--- src/gcs_pkg.sv ---
// constants, types and helpers for the gate control serial slave
package gcs_pkg;

  // clock and enable-pin timing
  localparam int CLK_PERIOD_NS    = 20;
  localparam int EN_LOW_WAIT_NS   = 10000;
  localparam int EN_LOW_WAIT_CYC  = (EN_LOW_WAIT_NS + CLK_PERIOD_NS - 1) / CLK_PERIOD_NS;

  // dead time range, linear over a 4-bit setting
  localparam int DT_MIN_NS        = 50;
  localparam int DT_MAX_NS        = 500;
  localparam int DT_STEPS         = 15;
  localparam int DT_STEP_NS       = (DT_MAX_NS - DT_MIN_NS) / DT_STEPS;
  localparam int DT_CNT_W         = 5;

  // serial frame layout
  localparam int FRAME_BITS       = 16;
  localparam int DATA_BITS        = 11;
  localparam logic [4:0] FRAME_BITS_CNT = 5'h10;
  localparam logic [4:0] FRAME_OVER_CNT = 5'h11;
  localparam logic       RW_WRITE   = 1'b0;
  localparam logic       RW_READ    = 1'b1;

  // serial register addresses and fields
  localparam logic [3:0] ADDR_STAT1 = 4'h0;
  localparam logic [3:0] ADDR_STAT2 = 4'h1;
  localparam logic [3:0] ADDR_CTRL1 = 4'h2;
  localparam logic [3:0] ADDR_CTRL2 = 4'h3;
  localparam int FAULT_SUM_BIT    = 10;
  localparam int STAT2_OV_BIT     = 7;
  localparam int GATE_RST_BIT     = 2;
  localparam logic [10:0] SREG_RST = 11'h000;

  // wishbone register offsets
  localparam logic [3:0] WB_ADR_DTIME = 4'h0;
  localparam logic [3:0] WB_ADR_STATE = 4'h4;

  typedef enum logic [1:0] {PW_OFF, PW_UP, PW_RUN, PW_HOLD} gcs_pwr_t;

  typedef struct packed {
    logic        rwFlag;
    logic [3:0]  addr;
    logic [10:0] data;
  } gcs_cmd_t;

  typedef struct packed {
    logic        frameFaultFlag;
    logic [3:0]  addr;
    logic [10:0] data;
  } gcs_resp_t;

  typedef struct packed {
    logic        gateEnable;
    logic        sclk;
    logic        sdi;
    logic        selN;
    logic        ovCond;
    logic [10:0] faultCond;
  } gcs_pins_t;

  typedef struct packed {
    logic [25:0] rsvd;
    logic        gatesOk;
    logic        ovLatch;
    logic        gateFault;
    logic        frameFault;
    logic [1:0]  pwr;
  } gcs_wbstat_t;

  localparam gcs_pins_t PINS_RST = '{selN: 1'b1, default: '0};

  function automatic logic [4:0] dtCycles(input logic [3:0] code);
    int ns;
    ns = DT_MIN_NS + int'(code) * DT_STEP_NS;
    return 5'((ns + CLK_PERIOD_NS - 1) / CLK_PERIOD_NS);
  endfunction

endpackage

--- src/gcs_gate_ctrl_spi_slave.sv ---
// gate driver control logic with serial slave and wishbone settings port
`timescale 1ns/1ps
`default_nettype none

module gcs_gate_ctrl_spi_slave
  import gcs_pkg::*;
#(
  parameter int         PHASES      = 3,
  parameter int         POWERUP_CYC = 16,
  parameter logic [3:0] DEVICE_ID   = 4'h5 // arbitrary value
)(
  input  wire logic              clock,
  input  wire logic              rst,
  input  wire logic              cyc_i,
  input  wire logic              stb_i,
  input  wire logic              we_i,
  input  wire logic [3:0]        adr_i,
  input  wire logic [31:0]       dat_i,
  input  wire logic [3:0]        sel_i,
  output logic      [31:0]       dat_o,
  output logic                   ack_o,
  input  wire logic              gateEnable,
  input  wire logic              serialClock,
  input  wire logic              serialDataIn,
  input  wire logic              serialSelectN,
  input  wire logic              gateSupplyOvervoltage,
  input  wire logic [10:0]       faultCondition,
  input  wire logic [PHASES-1:0] highSideInput,
  input  wire logic [PHASES-1:0] lowSideInput,
  output logic      [PHASES-1:0] highGateOutput,
  output logic      [PHASES-1:0] lowGateOutput,
  output logic                   serialDataOut,
  output logic                   serialDataOutOe,
  output logic                   gateDriverOn,
  output logic                   supportBlocksOn
);

  if (PHASES < 1 || POWERUP_CYC < 1 || POWERUP_CYC > 65535)
  begin : badParam
    $error("gcs_gate_ctrl_spi_slave: unsupported parameter value");
  end

  localparam logic [15:0] PU_LOAD   = 16'(POWERUP_CYC - 1);
  localparam logic [15:0] WAIT_LOAD = 16'(EN_LOW_WAIT_CYC);

  // two-flop synchronisers for every input except clock, rst and the wishbone port
  gcs_pins_t         pinRaw;
  gcs_pins_t         pinMeta_r;
  gcs_pins_t         pinSync_r;
  logic [PHASES-1:0] hiMeta_r;
  logic [PHASES-1:0] hiSync_r;
  logic [PHASES-1:0] loMeta_r;
  logic [PHASES-1:0] loSync_r;

  assign pinRaw = {gateEnable, serialClock, serialDataIn, serialSelectN,
                   gateSupplyOvervoltage, faultCondition};

  always_ff @(posedge clock or posedge rst)
  begin
    if (rst)
    begin
      pinMeta_r <= PINS_RST;
      pinSync_r <= PINS_RST;
      hiMeta_r  <= '0;
      hiSync_r  <= '0;
      loMeta_r  <= '0;
      loSync_r  <= '0;
    end
    else
    begin
      pinMeta_r <= pinRaw;
      pinSync_r <= pinMeta_r;
      hiMeta_r  <= highSideInput;
      hiSync_r  <= hiMeta_r;
      loMeta_r  <= lowSideInput;
      loSync_r  <= loMeta_r;
    end
  end

  // power sequencing on the enable pin
  gcs_pwr_t    pwr_r;
  gcs_pwr_t    pwr_nxt;
  logic [15:0] pwrCnt_r;
  logic [15:0] pwrCnt_nxt;
  logic        gateOn_r;
  logic        gateOn_nxt;
  logic        supOn_r;
  logic        supOn_nxt;
  logic        fullClr;
  logic        quickClr;
  logic        enS;

  assign enS = pinSync_r.gateEnable;

  always_comb
  begin
    pwr_nxt    = pwr_r;
    pwrCnt_nxt = pwrCnt_r;
    fullClr    = 1'b0;
    quickClr   = 1'b0;
    unique case (pwr_r)
      PW_OFF:
        if (enS)
        begin
          pwr_nxt    = PW_UP;
          pwrCnt_nxt = PU_LOAD;
          fullClr    = 1'b1;
        end
      PW_UP:
        if (!enS)
        begin
          pwr_nxt    = PW_HOLD;
          pwrCnt_nxt = WAIT_LOAD;
        end
        else if (pwrCnt_r == '0)
          pwr_nxt = PW_RUN;
        else
          pwrCnt_nxt = pwrCnt_r - 16'h0001;
      PW_RUN:
        if (!enS)
        begin
          pwr_nxt    = PW_HOLD;
          pwrCnt_nxt = WAIT_LOAD;
        end
      PW_HOLD:
        if (enS)
        begin
          // quick reset: support blocks never went down
          pwr_nxt    = PW_UP;
          pwrCnt_nxt = PU_LOAD;
          quickClr   = 1'b1;
        end
        else if (pwrCnt_r == '0)
        begin
          pwr_nxt = PW_OFF;
          fullClr = 1'b1;
        end
        else
          pwrCnt_nxt = pwrCnt_r - 16'h0001;
    endcase
    gateOn_nxt = (pwr_nxt == PW_RUN);
    supOn_nxt  = (pwr_nxt != PW_OFF);
  end

  always_ff @(posedge clock or posedge rst)
  begin
    if (rst)
    begin
      pwr_r    <= PW_OFF;
      pwrCnt_r <= '0;
      gateOn_r <= 1'b0;
      supOn_r  <= 1'b0;
    end
    else
    begin
      pwr_r    <= pwr_nxt;
      pwrCnt_r <= pwrCnt_nxt;
      gateOn_r <= gateOn_nxt;
      supOn_r  <= supOn_nxt;
    end
  end

  // latched status and fault state
  logic [10:0] stat1_r;
  logic [10:0] stat1_nxt;
  logic        statOv_r;
  logic        statOv_nxt;
  logic        gateFault_r;
  logic        gateFault_nxt;
  logic        ovLatch_r;
  logic        ovLatch_nxt;
  logic        rdClr1;
  logic        rdClr2;
  logic        gateReset;
  logic [10:0] ctrl1_r;

  assign gateReset = ctrl1_r[GATE_RST_BIT];

  // a condition present in the clearing cycle sets the bit again
  always_comb
  begin
    stat1_nxt     = ((fullClr || quickClr || gateReset || rdClr1) ? SREG_RST : stat1_r)
                    | pinSync_r.faultCond;
    statOv_nxt    = ((fullClr || rdClr2) ? 1'b0 : statOv_r) | pinSync_r.ovCond;
    gateFault_nxt = ((fullClr || quickClr || gateReset) ? 1'b0 : gateFault_r)
                    | pinSync_r.faultCond[FAULT_SUM_BIT];
    ovLatch_nxt   = (fullClr ? 1'b0 : ovLatch_r) | pinSync_r.ovCond;
  end

  always_ff @(posedge clock or posedge rst)
  begin
    if (rst)
    begin
      stat1_r     <= SREG_RST;
      statOv_r    <= 1'b0;
      gateFault_r <= 1'b0;
      ovLatch_r   <= 1'b0;
    end
    else
    begin
      stat1_r     <= stat1_nxt;
      statOv_r    <= statOv_nxt;
      gateFault_r <= gateFault_nxt;
      ovLatch_r   <= ovLatch_nxt;
    end
  end

  // serial slave, sampled on the system clock
  logic        selPrev_r;
  logic        sclkPrev_r;
  logic        inFrame_r;
  logic        inFrame_nxt;
  logic        startBad_r;
  logic        startBad_nxt;
  logic [4:0]  bitCnt_r;
  logic [4:0]  bitCnt_nxt;
  gcs_cmd_t    rx_r;
  gcs_cmd_t    rx_nxt;
  logic [15:0] tx_r;
  logic [15:0] tx_nxt;
  logic        sdoBit_r;
  logic        sdoBit_nxt;
  logic        sdoOe_r;
  logic        sdoOe_nxt;
  logic        pendFault_r;
  logic        pendFault_nxt;
  logic        lastRw_r;
  logic        lastRw_nxt;
  logic [3:0]  lastAddr_r;
  logic [3:0]  lastAddr_nxt;
  logic [10:0] ctrl1_nxt;
  logic [10:0] ctrl2_r;
  logic [10:0] ctrl2_nxt;
  logic [10:0] regData;
  gcs_resp_t   resp;
  logic        selS;
  logic        sclkS;
  logic        selFall;
  logic        selRise;
  logic        sclkRise;
  logic        sclkFall;
  logic        frameOk;

  assign selS     = pinSync_r.selN;
  assign sclkS    = pinSync_r.sclk;
  assign selFall  = selPrev_r && !selS;
  assign selRise  = !selPrev_r && selS;
  assign sclkRise = !sclkPrev_r && sclkS;
  assign sclkFall = sclkPrev_r && !sclkS;
  // clock low at both select edges and exactly sixteen bits
  assign frameOk  = !startBad_r && !sclkS && (bitCnt_r == FRAME_BITS_CNT);

  always_comb
  begin
    unique case (lastAddr_r)
      ADDR_STAT1: regData = stat1_r;
      ADDR_STAT2: regData = {3'h0, statOv_r, 3'h0, DEVICE_ID};
      ADDR_CTRL1: regData = ctrl1_r;
      ADDR_CTRL2: regData = ctrl2_r;
      default:    regData = SREG_RST;
    endcase
  end

  always_comb
  begin
    inFrame_nxt   = inFrame_r;
    startBad_nxt  = startBad_r;
    bitCnt_nxt    = bitCnt_r;
    rx_nxt        = rx_r;
    tx_nxt        = tx_r;
    sdoBit_nxt    = sdoBit_r;
    sdoOe_nxt     = sdoOe_r;
    pendFault_nxt = pendFault_r;
    lastRw_nxt    = lastRw_r;
    lastAddr_nxt  = lastAddr_r;
    ctrl1_nxt     = ctrl1_r;
    ctrl2_nxt     = ctrl2_r;
    rdClr1        = 1'b0;
    rdClr2        = 1'b0;
    // gate reset bit drops back once its pulse has been seen
    ctrl1_nxt[GATE_RST_BIT] = 1'b0;
    if (pendFault_r)
      resp = '{frameFaultFlag: 1'b1, addr: 4'h0, data: SREG_RST};
    else if (lastRw_r == RW_READ)
      resp = '{frameFaultFlag: 1'b0, addr: lastAddr_r, data: regData};
    else
      resp = '{frameFaultFlag: 1'b0, addr: ADDR_STAT1, data: stat1_r};
    if (!supOn_r)
    begin
      inFrame_nxt = 1'b0;
      sdoOe_nxt   = 1'b0;
    end
    else if (selFall)
    begin
      inFrame_nxt  = 1'b1;
      sdoOe_nxt    = 1'b1;
      bitCnt_nxt   = '0;
      startBad_nxt = sclkS;
      tx_nxt       = resp;
      sdoBit_nxt   = resp.frameFaultFlag;
      rdClr1       = !pendFault_r && (lastRw_r == RW_WRITE
                     || lastAddr_r == ADDR_STAT1);
      rdClr2       = !pendFault_r && lastRw_r == RW_READ
                     && lastAddr_r == ADDR_STAT2;
    end
    else if (inFrame_r && selRise)
    begin
      inFrame_nxt = 1'b0;
      sdoOe_nxt   = 1'b0;
      if (frameOk)
      begin
        pendFault_nxt = 1'b0;
        lastRw_nxt    = rx_r.rwFlag;
        lastAddr_nxt  = rx_r.addr;
        if (rx_r.rwFlag == RW_WRITE && rx_r.addr == ADDR_CTRL1)
          ctrl1_nxt = rx_r.data;
        if (rx_r.rwFlag == RW_WRITE && rx_r.addr == ADDR_CTRL2)
          ctrl2_nxt = rx_r.data;
      end
      else
        pendFault_nxt = 1'b1;
    end
    else if (inFrame_r)
    begin
      // edges only count inside a frame, so pauses cost nothing
      if (sclkRise)
      begin
        sdoBit_nxt = tx_r[FRAME_BITS-1];
        tx_nxt     = {tx_r[FRAME_BITS-2:0], 1'b0};
      end
      if (sclkFall)
      begin
        rx_nxt = {rx_r[FRAME_BITS-2:0], pinSync_r.sdi};
        if (bitCnt_r != FRAME_OVER_CNT)
          bitCnt_nxt = bitCnt_r + 5'h01;
      end
    end
  end

  always_ff @(posedge clock or posedge rst)
  begin
    if (rst)
    begin
      selPrev_r   <= 1'b1;
      sclkPrev_r  <= 1'b0;
      inFrame_r   <= 1'b0;
      startBad_r  <= 1'b0;
      bitCnt_r    <= '0;
      rx_r        <= '0;
      tx_r        <= '0;
      sdoBit_r    <= 1'b0;
      sdoOe_r     <= 1'b0;
      pendFault_r <= 1'b0;
      lastRw_r    <= RW_WRITE;
      lastAddr_r  <= ADDR_STAT1;
      ctrl1_r     <= SREG_RST;
      ctrl2_r     <= SREG_RST;
    end
    else
    begin
      selPrev_r   <= selS;
      sclkPrev_r  <= sclkS;
      inFrame_r   <= inFrame_nxt;
      startBad_r  <= startBad_nxt;
      bitCnt_r    <= bitCnt_nxt;
      rx_r        <= rx_nxt;
      tx_r        <= tx_nxt;
      sdoBit_r    <= sdoBit_nxt;
      sdoOe_r     <= sdoOe_nxt;
      pendFault_r <= pendFault_nxt;
      lastRw_r    <= lastRw_nxt;
      lastAddr_r  <= lastAddr_nxt;
      ctrl1_r     <= ctrl1_nxt;
      ctrl2_r     <= ctrl2_nxt;
    end
  end

  // wishbone slave, one wait state per access
  logic        ack_r;
  logic        ack_nxt;
  logic [31:0] datO_r;
  logic [31:0] datO_nxt;
  logic [3:0]  dtCode_r;
  logic [3:0]  dtCode_nxt;
  gcs_wbstat_t wbStat;
  logic        gatesOk;

  assign gatesOk = (pwr_r == PW_RUN) && !gateFault_r && !ovLatch_r;

  always_comb
  begin
    wbStat     = '{gatesOk: gatesOk, ovLatch: ovLatch_r, gateFault: gateFault_r,
                   frameFault: pendFault_r, pwr: pwr_r, default: '0};
    ack_nxt    = cyc_i && stb_i && !ack_r;
    datO_nxt   = datO_r;
    dtCode_nxt = dtCode_r;
    if (ack_nxt)
    begin
      unique case (adr_i)
        WB_ADR_DTIME: datO_nxt = {28'h0, dtCode_r};
        WB_ADR_STATE: datO_nxt = wbStat;
        default:      datO_nxt = 32'h0000_0000;
      endcase
      if (we_i && sel_i[0] && adr_i == WB_ADR_DTIME)
        dtCode_nxt = dat_i[3:0];
    end
  end

  always_ff @(posedge clock or posedge rst)
  begin
    if (rst)
    begin
      ack_r    <= 1'b0;
      datO_r   <= '0;
      dtCode_r <= '0;
    end
    else
    begin
      ack_r    <= ack_nxt;
      datO_r   <= datO_nxt;
      dtCode_r <= dtCode_nxt;
    end
  end

  // per-phase gate steering with break-before-make
  logic [DT_CNT_W-1:0] dtLoad;

  assign dtLoad = dtCycles(dtCode_r);

  for (genvar p = 0; p < PHASES; p++)
  begin : phase
    logic                hi_r;
    logic                hi_nxt;
    logic                lo_r;
    logic                lo_nxt;
    logic [DT_CNT_W-1:0] dt_r;
    logic [DT_CNT_W-1:0] dt_nxt;
    logic                wantHi;
    logic                wantLo;

    always_comb
    begin
      wantHi = gatesOk && hiSync_r[p] && !loSync_r[p];
      wantLo = gatesOk && loSync_r[p] && !hiSync_r[p];
      hi_nxt = hi_r;
      lo_nxt = lo_r;
      dt_nxt = dt_r;
      // a gate only turns on from both-off after the dead time expires
      if ((hi_r && !wantHi) || (lo_r && !wantLo))
      begin
        hi_nxt = 1'b0;
        lo_nxt = 1'b0;
        dt_nxt = dtLoad;
      end
      else if (dt_r != '0)
        dt_nxt = dt_r - 5'h01;
      else
      begin
        hi_nxt = wantHi;
        lo_nxt = wantLo;
      end
    end

    always_ff @(posedge clock or posedge rst)
    begin
      if (rst)
      begin
        hi_r <= 1'b0;
        lo_r <= 1'b0;
        dt_r <= '0;
      end
      else
      begin
        hi_r <= hi_nxt;
        lo_r <= lo_nxt;
        dt_r <= dt_nxt;
      end
    end

    assign highGateOutput[p] = hi_r;
    assign lowGateOutput[p]  = lo_r;
  end

  assign dat_o           = datO_r;
  assign ack_o           = ack_r;
  assign serialDataOut   = sdoBit_r;
  assign serialDataOutOe = sdoOe_r;
  assign gateDriverOn    = gateOn_r;
  assign supportBlocksOn = supOn_r;

endmodule

`default_nettype wire

--- config.mk ---
export PLATFORM = sky130hd
export DESIGN_NAME = gcs_gate_ctrl_spi_slave
export DESIGN_NICKNAME = d
export VERILOG_FILES = /design/src/gcs_pkg.sv /design/src/gcs_gate_ctrl_spi_slave.sv
export SDC_FILE = /design/constraint.sdc
export NUM_CORES = 1
export LEC_CHECK = 0
export ABC_CLOCK_PERIOD_IN_PS = 5860
export BUFFER_PORTS_ARGS = -buffer_cell sky130_fd_sc_hd__buf_2
export CAP_MARGIN = 15
export CORE_AREA = 2 2 150 152
export DETAILED_ROUTE_END_ITERATION = 8
export DIE_AREA = 0 0 152 154
export SYNTH_ARGS = -nofsm -noshare
export SYNTH_HDL_FRONTEND = slang
export SYNTH_SLANG_ARGS = --single-unit
--- constraint.sdc ---
create_clock -name clock -period 5.86 [get_ports clock]
set_input_delay 0.586 -clock clock [delete_from_list [all_inputs] [get_ports clock]]
set_output_delay 0.586 -clock clock [all_outputs]
set_load 0.02 [all_outputs]
==> impl_metrics.py <==
metrics = {
    "outcome": {
        "status": "finished, final reports clean",
    },
    "logic_synthesis": {
        "synthCells": 916,
        "synth_flop_cell": "dfrtp_1",
        "synthTopCellsByArea": "dfrtp_1 (47%), mux2_2 (5.5%), o21ai_0 (4.2%), ha_1 (3.7%), nand2_1 (3.3%)",
        "netlist_area_sq_mm": 0.00939,
        "synth_area_per_cell_sq_um": 10.2,
        "ys_types": 76,
        "yosysWarningCount": 0,
        "synth_top_cells_by_count": "dfrtp_1 (177), nand2_1 (83), o21ai_0 (78), nor2_1 (61), a21oi_1 (49)",
        "synth.most_common_cell": "dfrtp_1",
        "async_reset_ff_frac": 1.00,
        "seq_area_frac_synth": 0.480,
        "ys_ff_latch": 180,
        "yosysTopAreaCellShare": 0.472,
        "synth_edf_count": 0,
        "synth_top_cell_by_area": "dfrtp_1",
    },
    "critical_path": {
        "reg2reg_from": "dtCode_r[0]$_DFFE_PP0P_",
        "critical_path.top_delay_family": "adder cells",
        "r2r-end": "phase[2].dt_r[0]$_DFFE_PP0P_",
        "max_stage_delay_ns": 0.58,
        "crit_type": "flop to flop",
        "cpMostUsedCell": "fa_1",
        "cp.required_ns": 6.17,
        "path_buf_inv": 2,
        "cp_max_fo": 7,
        "cp_slowest_cell": "fa_1",
        "cp-start-kind": "flop",
        "worstPathCellList": "fa_1 > inv_1 > fa_1 > fa_1 > or3b_1 > nor2_1 > buf_4 > a21oi_1 > o221ai_1 > nand3_1 > nor3_1 > o211a_2 > mux2i_2 > o21ai_0 > a32o_1 > a211oi_2 > o21ai_1",
        "r2r_slack_ns": 0.41,
        "critPathArrivalTime_ns": 5.77,
        "setup.worst_path.end_class": "flop",
        "ff2ff_path_depth": 17,
    },
    "power_and_ir_drop": {
        "p_total_mw": 5.69,
        "powerDensity_mw_per_mm2": 542,
        "ir_drop_mv": 0.419,
        "p_leak_nw": 4.70,
    },
    "floorplan": {
        "start_util": 0.433,
        "core_area_sq_mm": 0.0217,
        "die_y_microns": 154,
        "fp.dieW_microns": 152,
        "die_area_sq_mm": 0.0234,
        "rows": 54,
        "num_io_pins": 110,
    },
    "timing": {
        "tns_ns": 0,
        "relSlewSlack": 0.305,
        "max_freq_mhz": 183,
        "finalHoldViolations": 0,
        "timing.final.crit_period_ns": 5.45,
        "setup_viol": 0,
        "whs_ns": 0.160,
        "fin_crit_sh": 0.931,
        "fin_worst_skew_ns": 0.0119,
        "worstMarginPinSlew_ns": 1.03,
        "grt_setup_unrepaired": "false",
        "slew_violations": 0,
    },
    "global_routing": {
        "grt_max_degree": 82,
        "grt_pass1_wl_mm": 32.1,
        "antenna_found_initial": 0,
        "grt_pass1_vias": 6398,
        "grtUsageTotal": 0.165,
        "grt_overflow": 0,
    },
    "run": {
        "drv_cap": 0,
    },
    "cts": {
        "cts_made_buffers": 17,
        "cts_tree": "done",
        "cts.sinks": 180,
        "htree_levels": 4,
        "path_clk_slew_ns": 0.08,
        "clockBufferDepth": 2,
        "cts_root_buf": "clkbuf_16",
        "insertion_delay_ns": 0.43,
        "ctsHoldBuffers": 0,
    },
    "drt": {
        "vias_per_cell": 5.29,
        "drt-pass1-iter-count": 5,
        "drcViolationCount": 0,
        "dr.first_iter.drc_count": 297,
        "finalWirelength_mm": 18.9,
        "ant_nets": 0,
        "wl_per_cell_microns": 15.0,
        "vias": 6673,
    },
    "placed_design": {
        "place_inst": 1227,
        "dp.final_hpwl_mm": 13.5,
        "portBuffers": 52,
        "finalWeightedCongestion": 0.865,
    },
    "layout": {
        "fill_cells": 2021,
        "drive_gt1_frac": 0.188,
        "syn_to_final_growth_pct": 11.8,
        "fin_cells": 1261,
        "fin_nets": 1068,
        "fin_util": 0.484,
        "n_antenna_cell": 0,
    },
    "hold_path": {
        "min_path_type": "input pin to async pin",
    },
}
## per-layer routing
layer / track usage / vias to the layer above / part of all wire
li1: - / 3324 / -
met1: 0.225 / 3251 / 0.48
met2: 0.273 / 82 / 0.49
met3: 0.0347 / 16 / 0.022
met4: 0.0374 / 0 / 0.0085
met5: 0 / - / 0
## flip-flops by register name, summed over array words and instances (netlist names), 4 cells and up
signal,flops
bitCnt_r,5
tx_r,16
dat_o,6
pinSync_r,13
phase.dt_r,15
pwrCnt_r,16
lastAddr_r,4
rx_r,16
dtCode_r,4
ctrl1_r,11
ctrl2_r,11
pinMeta_r,16
stat1_r,11
## worst max path at each step
stage	from	end	cells past startpoint
final	dtCode_r[0]$_DFFE_PP0P_	phase[2].dt_r[0]$_DFFE_PP0P_	17
after global routing	dtCode_r[1]$_DFFE_PP0P_	phase[2].dt_r[0]$_DFFE_PP0P_	18
after global placement	dtCode_r[1]$_DFFE_PP0P_	phase[2].dt_r[0]$_DFFE_PP0P_	18
after CTS	dtCode_r[1]$_DFFE_PP0P_	phase[2].dt_r[0]$_DFFE_PP0P_	18
after detailed placement	dtCode_r[1]$_DFFE_PP0P_	phase[2].dt_r[0]$_DFFE_PP0P_	18
after floorplan	rst	ack_o$_DFF_PP0_	1
## through the flow
step	area [sq um]	setup slack, ns
finish	10500	0.406
global route	10500	0.0225
CTS	10500	0.255
detailed placement	9850	0.231
global placement	9850	0.332
floorplan	9480	0.392
## logic make-up (layout without fill, tap and decap cells)
kind of cell,Yosys count,in the layout,share of synthesized area
xor+xnor,30,30,0.0288
buf+inv,95,135,0.0528
flops,180,180,0.480
mux,61,61,0.0716
fa+ha+maj,33,33,0.0480
simple gates,265,265,0.138
other cells,1,26,0.000399
compound gates,251,251,0.180
## cell type report
cell class	count	area (sq um)	share of cell area
timing repair buffer	67	380	0.0363
sequential	180	4510	0.430
clock buffer	17	425	0.0405
multi-input combinational	666	4500	0.429
tap	280	350	0.0334
clock inverter	15	191	0.0182
inverter	36	140	0.0134
## placed cells by master, fill, tap and decap left out, drive strengths merged, types with 28 or more instances in the layout
cell     n
buf     67
a21oi   51
ha      28
nor2    64
nand2   83
o21ai   85
inv     43
mux2    46
dfrtp  177
nand3   28
## where the power goes
group	total (mW)	switching [mW]	internal (mW)
Combinational	2.88	1.72	1.16
Sequential	1.66	0.191	1.47
Clock	1.15	0.562	0.586
Total	5.69	2.47	3.22
## timing repair
| action | 4_1_cts | 5_1_grt |
|---|---|---|
| setup buffers | 0 | 1 |
| gates resized for setup | 0 | 2 |
| endpoints found under the hold margin | 0 | 0 |
| endpoints found under the setup margin | 0 | 3 |
(Power assumes the default switching activity.)
